<file path="src/logic/cpl_regs.svh">
`ifndef CPL_REGS_SVH
`define CPL_REGS_SVH

// ======================================================================
// Register byte offsets on the APB
`define CPL_OFS_STATUS      12'h000
`define CPL_OFS_CORE_CTRL   12'h004
`define CPL_OFS_INT_CTRL1   12'h008

// ======================================================================
// Field positions
`define CPL_LOW_MSB         7
`define CPL_LOW_LSB         5
`define CPL_TOP_BIT         3
`define CPL_NEST_BIT        15

// ======================================================================
// Reset values
`define CPL_RST_LOW         3'h0
`define CPL_RST_TOP         1'h0
`define CPL_RST_NEST        1'h0

// ======================================================================
// Level figures
`define CPL_LOW_MAX         3'h7
`define CPL_TOP_OFFSET      4'h8

`endif

</file>
<file path="src/logic/cpl_pkg.sv">
package cpl_pkg;

  // ====================================================================
  // Types
  typedef logic [3:0]  cpl_level_t;
  typedef logic [2:0]  cpl_low_t;
  typedef logic [31:0] cpl_word_t;

endpackage : cpl_pkg

</file>
<file path="src/logic/cpl_priority_level.sv">
// Overview of operation
// - Level is four bits: status bits 7:5 low, core control bit 3 top.
// - Top bit clear: low bits give level 0 to 7 directly.
// - Top bit set: level equals low bits plus eight, 8 to 15.
// - Low bits 111 give level 7 or 15 and mask all user interrupts.
// - Top bit set masks every user interrupt whatever the low bits.
// - Nesting disable set makes low bits read-only to software writes.
// - Top bit reads one when level exceeds 7, zero otherwise.
//
// The APB interface to the registers and the placing of the registers were chosen for this implementation.
`timescale 1ns/1ps
`include "cpl_regs.svh"

module cpl_priority_level #(
  parameter int ADDR_W = 12
) (
  input  wire logic                  pclk,
  input  wire logic                  presetn,
  input  wire logic                  psel,
  input  wire logic                  penable,
  input  wire logic                  pwrite,
  input  wire logic [ADDR_W-1:0]     paddr,
  input  wire logic [31:0]           pwdata,
  input  wire logic [3:0]            pstrb,
  output logic      [31:0]           prdata,
  output logic                       pready,
  output logic                       pslverr,
  input  wire logic                  hw_level_load,
  input  wire logic [3:0]            hw_level,
  input  wire logic                  user_req_valid,
  input  wire logic [2:0]            user_req_prio,
  output logic      [3:0]            effective_level,
  output logic                       user_masked,
  output logic                       user_irq
);

  // ====================================================================
  // Elaboration check
  // The map ends at word 0x008, so a narrower bus cannot reach every word
  if (ADDR_W < 4) begin : g_bad_addr
    $error("ADDR_W too small for the register map");
  end

  // ====================================================================
  // Helpers
  // Effective level from the two split fields
  function automatic cpl_pkg::cpl_level_t cpl_level_of(
    input logic               top,
    input cpl_pkg::cpl_low_t  low
  );
    cpl_level_of = top ? (`CPL_TOP_OFFSET + {1'b0, low})
                       : {1'b0, low};
  endfunction : cpl_level_of

  // Whether user interrupts are blocked at this setting
  function automatic logic cpl_masked_of(
    input logic               top,
    input cpl_pkg::cpl_low_t  low
  );
    cpl_masked_of = top | (low == `CPL_LOW_MAX);
  endfunction : cpl_masked_of

  // ====================================================================
  // State
  cpl_pkg::cpl_low_t   low_r;
  cpl_pkg::cpl_low_t   low_nxt;
  logic                top_r;
  logic                top_nxt;
  logic                nest_r;
  logic                nest_nxt;
  logic                pready_r;
  logic                pslverr_r;
  cpl_pkg::cpl_word_t  prdata_r;
  cpl_pkg::cpl_level_t level_r;
  logic                masked_r;
  logic                irq_r;

  // Level and mask of the fields as they stand now, read by the checks
  // so that they never lean on the registered outputs they judge
  wire cpl_pkg::cpl_level_t level_of_now  = cpl_level_of(top_r, low_r);
  wire                      masked_of_now = cpl_masked_of(top_r, low_r);

  // ====================================================================
  // Bus decode
  // Access completes on the second access-phase cycle, one wait state
  // Strobes gate writes per byte lane; reads ignore them
  wire        acc_go   = psel & penable & ~pready_r;
  wire        acc_done = psel & penable & pready_r;
  wire        hit_st   = (paddr == ADDR_W'(`CPL_OFS_STATUS));
  wire        hit_cc   = (paddr == ADDR_W'(`CPL_OFS_CORE_CTRL));
  wire        hit_ic   = (paddr == ADDR_W'(`CPL_OFS_INT_CTRL1));
  wire        hit_any  = hit_st | hit_cc | hit_ic;
  wire        wr_st    = acc_done & pwrite & hit_st & pstrb[0];
  wire        wr_cc    = acc_done & pwrite & hit_cc & pstrb[0];
  wire        wr_ic    = acc_done & pwrite & hit_ic & pstrb[1];

  // Read words; unused bits read zero
  wire cpl_pkg::cpl_word_t rd_st =
    {24'h000000, low_r, 5'h00};
  wire cpl_pkg::cpl_word_t rd_cc =
    {28'h0000000, top_r, 3'h0};
  wire cpl_pkg::cpl_word_t rd_ic =
    {16'h0000, nest_r, 15'h0000};
  wire cpl_pkg::cpl_word_t rd_mux =
    hit_st ? rd_st : hit_cc ? rd_cc : hit_ic ? rd_ic : 32'h00000000;

  // ====================================================================
  // Next-state of the level fields
  // Core load wins over software writes to the low and top bits in the same
  // cycle, so a hardware raise of the top bit is never lost to a software clear.
  always_comb begin
    low_nxt  = low_r;
    top_nxt  = top_r;
    nest_nxt = nest_r;
    if (hw_level_load) begin
      low_nxt = hw_level[2:0];
      top_nxt = hw_level[3];
    end else begin
      if (wr_st && !nest_r) begin
        low_nxt = pwdata[`CPL_LOW_MSB:`CPL_LOW_LSB];
      end
      if (wr_cc && !pwdata[`CPL_TOP_BIT]) begin
        top_nxt = 1'b0;
      end
    end
    if (wr_ic) begin
      nest_nxt = pwdata[`CPL_NEST_BIT];
    end
  end

  // ====================================================================
  // Register file
  // Only constants in the reset branch; nesting disable starts clear
  always_ff @(posedge pclk or negedge presetn) begin
    if (!presetn) begin
      low_r  <= `CPL_RST_LOW;
      top_r  <= `CPL_RST_TOP;
      nest_r <= `CPL_RST_NEST;
    end else begin
      low_r  <= low_nxt;
      top_r  <= top_nxt;
      nest_r <= nest_nxt;
    end
  end

  // ====================================================================
  // APB answer
  // One wait state keeps read data a plain flop, so no path runs from
  // paddr to prdata within a cycle
  always_ff @(posedge pclk or negedge presetn) begin
    if (!presetn) begin
      pready_r  <= 1'b0;
      pslverr_r <= 1'b0;
      prdata_r  <= 32'h00000000;
    end else begin
      pready_r  <= acc_go;
      pslverr_r <= acc_go & ~hit_any;
      prdata_r  <= (acc_go & ~pwrite) ? rd_mux : 32'h00000000;
    end
  end

  // ====================================================================
  // Level, mask and request outputs
  // Registered for clean timing; they lag the fields by one cycle.
  // A request at exactly the level is held back; only higher passes.
  always_ff @(posedge pclk or negedge presetn) begin
    if (!presetn) begin
      level_r  <= 4'h0;
      masked_r <= 1'b0;
      irq_r    <= 1'b0;
    end else begin
      level_r  <= cpl_level_of(top_r, low_r);
      masked_r <= cpl_masked_of(top_r, low_r);
      irq_r    <= user_req_valid
                  & ~cpl_masked_of(top_r, low_r)
                  & ({1'b0, user_req_prio} > cpl_level_of(top_r, low_r));
    end
  end

  assign prdata          = prdata_r;
  assign pready          = pready_r;
  assign pslverr         = pslverr_r;
  assign effective_level = level_r;
  assign user_masked     = masked_r;
  assign user_irq        = irq_r;
endmodule : cpl_priority_level

</file>
<file path="config.mk">
export PLATFORM = sky130hd
export DESIGN_NAME = cpl_priority_level
export DESIGN_NICKNAME = d
export VERILOG_FILES = /design/src/logic/cpl_pkg.sv /design/src/logic/cpl_priority_level.sv
export VERILOG_INCLUDE_DIRS = /design/src /design/src/logic
export SDC_FILE = /design/constraint.sdc
export NUM_CORES = 1
export LEC_CHECK = 0
export BUFFER_PORTS_ARGS = -buffer_cell sky130_fd_sc_hd__buf_2
export CAP_MARGIN = 20
export CORE_AREA = 5 5 61 63
export CTS_CLUSTER_DIAMETER = 100
export CTS_CLUSTER_SIZE = 40
export DETAILED_ROUTE_END_ITERATION = 8
export DIE_AREA = 0 0 66 68
export PLACE_DENSITY = 0.87
export SETUP_SLACK_MARGIN = 0.5
export SYNTH_ARGS = -nofsm -noshare
export SYNTH_HDL_FRONTEND = slang
export SYNTH_SLANG_ARGS = --single-unit
</file>
<file path="constraint.sdc">
create_clock -name pclk -period 1.9 [get_ports pclk]
set_input_delay 0.38 -clock pclk [delete_from_list [all_inputs] [get_ports pclk]]
set_output_delay 0.38 -clock pclk [all_outputs]
set_load 0.01 [all_outputs]
</file>
---- After elaboration in Yosys (flattened, before gate mapping) ----
Cells that the tools add are included.
word-level totals
  register bits ........................... 29
  bits of input ports ..................... 62
  output and inout bits ................... 40
operators by class
  add/subtract/negate cells ............... 1
  magnitude comparators ................... 1
  equality and inequality tests ........... 3
  multiplexer cells ....................... 9
  bitwise operators ....................... 21
  reductions and logical operators ........ 7
operators by type and width
  kind                   number
  $mux W16               4
  $and A1 B1 Y1          14
  $eq A12 B3 Y1 const B  1
  $eq A12 B4 Y1 const B  1
  $logic_not A12 Y1      1
  $mux W3                2
  $add A4 B3 Y4 const A  1
  $gt A3 B4 Y1           1
  $mux W4                1
  $not A1 Y1             4
  $reduce_bool A2 Y1     2
  $eq A3 B3 Y1 const B   1
  $or A1 B1 Y1           3
  $logic_and A1 B1 Y1    2
  $logic_not A1 Y1       2
  $mux W1                2

---- Logic depth before layout (Yosys ltp) ----
  word-level depth ........................ 8
  gate-level depth with buffers ........... 6
  mapped depth without buffers ............ 6

---- Worst setup path after synthesis ----
OpenSTA, ideal clock, no wires.
  path kind ............................... in2reg
  start point ............................. in paddr[7]
  end point ............................... reg nest_r
  setup time .............................. 0.128 ns
  data arrival time ....................... 1.346 ns
  required time ........................... 1.772 ns
  setup slack ............................. 0.426 ns
  cell stages on the path ................. 4
  path through ............................ nor4_4 nand3_4 nor3_2 mux2_1
on the way
  longest elaborated chain between the ends .. 3
RTL lines
  item                        line                       source
  from (decl)                 cpl_priority_level.sv:22   input wire logic [ADDR_W-1:0] paddr,
  $eq A12 B4 Y1               cpl_priority_level.sv:91   wire hit_ic = (paddr == ADDR_W'(`CPL_OFS_INT_CTRL1));
  $and A1 B1 Y1 (2 in a row)  cpl_priority_level.sv:95   wire wr_ic = acc_done & pwrite & hit_ic & pstrb[1];
  to (signal assigned)        cpl_priority_level.sv:138  nest_r <= `CPL_RST_NEST;
  to (signal assigned)        cpl_priority_level.sv:142  nest_r <= nest_nxt;
  to (decl)                   cpl_priority_level.sv:69   logic nest_r;
Every way passes these cells.
A chain may end at the register's enable or synchronous reset.

---- Final worst setup path ----
  start point ............................. reg nest_r
  end point ............................... reg low_r[2]
on the way
  longest elaborated chain between the ends .. 3
RTL lines
  item                          line                       source
  $logic_not A1 Y1              cpl_priority_level.sv:119  if (wr_st && !nest_r) begin
  $logic_and A1 B1 Y1           cpl_priority_level.sv:119
  $reduce_bool A2 Y1 (no line)  -
  to (signal assigned)          cpl_priority_level.sv:136  low_r <= `CPL_RST_LOW;
  to (signal assigned)          cpl_priority_level.sv:140  low_r <= low_nxt;
  to (decl)                     cpl_priority_level.sv:65   cpl_pkg::cpl_low_t low_r;
Every way passes these cells.

==> metrics.md <==
| Metric | Value |
|---|---|
| Status | `finished, final reports clean` |
| Post-route insts no fill | `~200` |
| Top FF cell, synth | `dfrtp_1` |
| Synth area leaders | `dfrtp_1, buf_4, nor4_4` |
| Combinational Power Share | `0.214` |
| Cells after synthesis | `108` |
| Crit path largest cell delay | `0.45 ns` |
| Sequential share of power | `0.557` |
| Startpoint Class | `flop` |
| Placed Area | `about 1200 sq um` |
| Async set-reset flop share out of synthesis | `1.00` |
| Placed Cells | `about 200` |
| H-tree depth | `1` |
| FF-to-FF Start | `nest_r$_DFFE_PN0P_` |
| Internal power | `543 uW` |
| Final instance area | `roughly 1300 sq um` |
| Worst min-delay path class | `input port to async pin` |
| Max Cap Viol | `0` |
| DRT Wirelength | `2.19 mm` |
| Die X | `around 66 microns` |
| Total CTS buffers | `3` |
| Peak VDD IR | `between 0.00015 and 0.0002 V` |
| Total power | `approximately 750 uW` |
| CTS tree | `built` |
| Fin crit share | `0.738` |
| Ports | `around 100` |
| Final net count | `about 230` |
| Row count | `21` |
| Switching share of total power | `0.276` |
| Vias in the first global route | `roughly 730` |
| Mean Syn Cell Area | `9.95 sq um` |
| Initial DRC Count | `10` |
| Ordered list of cells on the worst path | `or2_4, or4_4, o21ai_2, a21oi_1` |
| Avg WL per Cell | `about 11 microns` |
| Clock Latency Late Sink | `between 0.2 and 0.3 ns` |
| R2r setup slk | `approximately 0.50 ns` |
| Number of fill cells | `about 330` |
| Distinct cells, synth | `28` |
| Vias per cell | `roughly 4` |
| Vias | `840` |
| Leak | `0.000689 uW` |
| CP endpoint kind | `flop` |
| Pre-CTS WS | `0.286 ns` |
| CP Depth | `4` |
| #FFs+latches synth | `18` |
| Peak Freq | `slightly above 700 MHz` |
| Hpwl dp | `about 1.8 mm` |
| CP required | `between 2 and 2.5 ns` |
| Critical path launch point | `nest_r$_DFFE_PN0P_` |
| TritonRoute pass-1 iters | `4` |
| Largest net degree at the start of global routing | `19` |
| Post-route ant nets | `0` |
| IO buf count | `45` |
| Delay-heaviest family, CP | `simple AND/OR/NAND/NOR gates` |
| Post-synth top area share | `0.419` |
| Number of flops mapped to enable cells by yosys | `0` |
| CORE AREA | `3180 sq um` |
| ANT cells | `0` |
| Psw | `around 210 uW` |
| Die Area | `about 4500 sq um` |
| Critical path class | `flop to flop` |
| Number of setup violations in the final report | `0` |
| Overall Global Routing Usage | `0.0917` |
| GRT Residual Overflow | `0` |
| Clk pin slew, worst setup/hold paths | `approximately 0.090 ns` |
| Final worst slack | `around 0.5 ns` |
| First-pass GRT wire length | `about 3.1 mm` |
| Area growth syn-to-layout | `24.2%` |
| Fin crit period | `between 1 and 1.5 ns` |
| Most frequent cells after synthesis | `buf_4, dfrtp_1, a21oi_1, nand2_1, inv_1` |
| Crit Reg-Reg Endpoint | `low_r[2]$_DFFE_PN0P_` |
| Clock Tree Root | `clkbuf_4` |
| Final hold viol count | `0` |
| Post-Route Setup TNS | `0 ns` |
| Clock Skew | `about 0.005 ns` |
| Critical Path End | `low_r[2]$_DFFE_PN0P_` |
| Initial antenna violation count | `0` |
| Power Dens Cells | `562 nW/um^2` |
| CTS sink count | `18` |
| Part of the Yosys area used for sequential elements | `0.419` |
| Initial core utilization | `0.338` |
| WP buf/inv | `0` |
| Clk pwr share | `0.229` |
| Crit path arrival time | `~1.6 ns` |
| Die H | `slightly below 70 microns` |
| Slowest-stage cell, CP | `or4_4` |
| Unrepaired setup endpoints after global routing | `true` |
| Max Slew Vio Count | `0` |
| Yosys warnings | `0` |
| Cell Area, Synth | `around 1100 sq um` |
| Layout cell share with drive strength beyond 1 | `0.411` |
| Reg2Reg Depth | `4` |
| Crit Path Max Fanout | `4` |
| Cell with the most instances after synthesis | `buf_4` |
| Clock Path Buffers | `2` |
| Number of remaining DRC errors | `0` |
| Area leader, netlist | `dfrtp_1` |
| RePlAce Congestion | `0.829` |
-- state kept, by name (all words and copies together), names as in the netlist --
signal and count:
pslverr 1, prdata 5, top_r 1, nest_r 1
pready 1, user_masked 1, low_r 3, user_irq 1
effective_level 4
-- kinds of logic (layout without fill, tap and decap cells) --
| kind of cell | after synthesis | after routing | share of synthesized area |
|---|---|---|---|
| buffers and inverters | 35 | 59 | 0.217 |
| AND/OR/NAND/NOR | 35 | 35 | 0.237 |
| flip-flops | 18 | 18 | 0.419 |
| adder cells (fa/ha/maj) | 3 | 3 | 0.0349 |
| AO/OA/AOI/OAI | 15 | 15 | 0.0780 |
| other | 1 | 27 | 0.00349 |
| multiplexers | 1 | 1 | 0.0105 |
-- metal layers --
layer,GRT usage,vias to the layer above,share of wire
li1,-,421,-
met1,0.110,362,0.39
met2,0.145,52,0.45
met3,0.0328,5,0.14
met4,0.0482,0,0.021
met5,0,-,0
-- power groups by stage --
stage | Sequential, uW | Combinational (uW) | Clock [uW]
2_1_floorplan | 430 | 114 | 0
3_3_place_gp | 423 | 149 | 0
3_5_place_dp | 424 | 153 | 0
4_1_cts | 417 | 156 | 178
5_1_grt | 421 | 181 | 196
6_report | 418 | 160 | 172
-- how the worst min path moves through the flow --
stage                                               to  slack, ns  depth (start not counted)     from
after floorplan           effective_level[0]$_DFF_PN0_       0.08                          0  presetn
after global placement           user_masked$_DFF_PN0_       0.31                          1  presetn
after detailed placement         user_masked$_DFF_PN0_       0.32                          1  presetn
after CTS                         low_r[0]$_DFFE_PN0P_      0.007                          1  presetn
after global routing              low_r[0]$_DFFE_PN0P_       0.02                          1  presetn
final                              prdata[5]$_DFF_PN0_      0.003                          1  presetn
-- per-stage QoR --
stage / hold slack, ns / util
6_report: 0.00318 / 0.420
3_3_place_gp: 0.311 / 0.393
3_5_place_dp: 0.318 / 0.393
5_1_grt: 0.0183 / 0.420
4_1_cts: 0.00691 / 0.408
2_1_floorplan: 0.0844 / -
-- cell type report --
class / instances / area, sq um / share of cell area
clock buffer: 3 / 22.5 / 0.0169
inverter: 7 / 26.3 / 0.0197
multi-input combinational: 81 / 523 / 0.392
sequential: 18 / 450 / 0.337
tap: 46 / 57.6 / 0.0431
timing repair buffer: 49 / 255 / 0.191
-- layout by cell type (no fill, tap or decap), drive strengths merged, types with 2 or more instances in the layout --
cell type  instances
nand3              2
conb              27
ha                 3
nand3b             3
dfrtp             18
buf               49
nor4               8
nor3               3
inv                7
nor2b              4
clkbuf             3
o21ai              4
a21oi              8
nand2              8
-- repair_timing --
| action | in CTS | in global routing |
|---|---|---|
| pin swaps | 1 | 1 |
| resized for setup | 3 | 4 |
| hold buffers | 0 | 0 |
| buffers inserted | 1 | 3 |
| endpoints found under the setup margin | 4 | 7 |
Note: power is estimated with default switching activity, not from simulation.
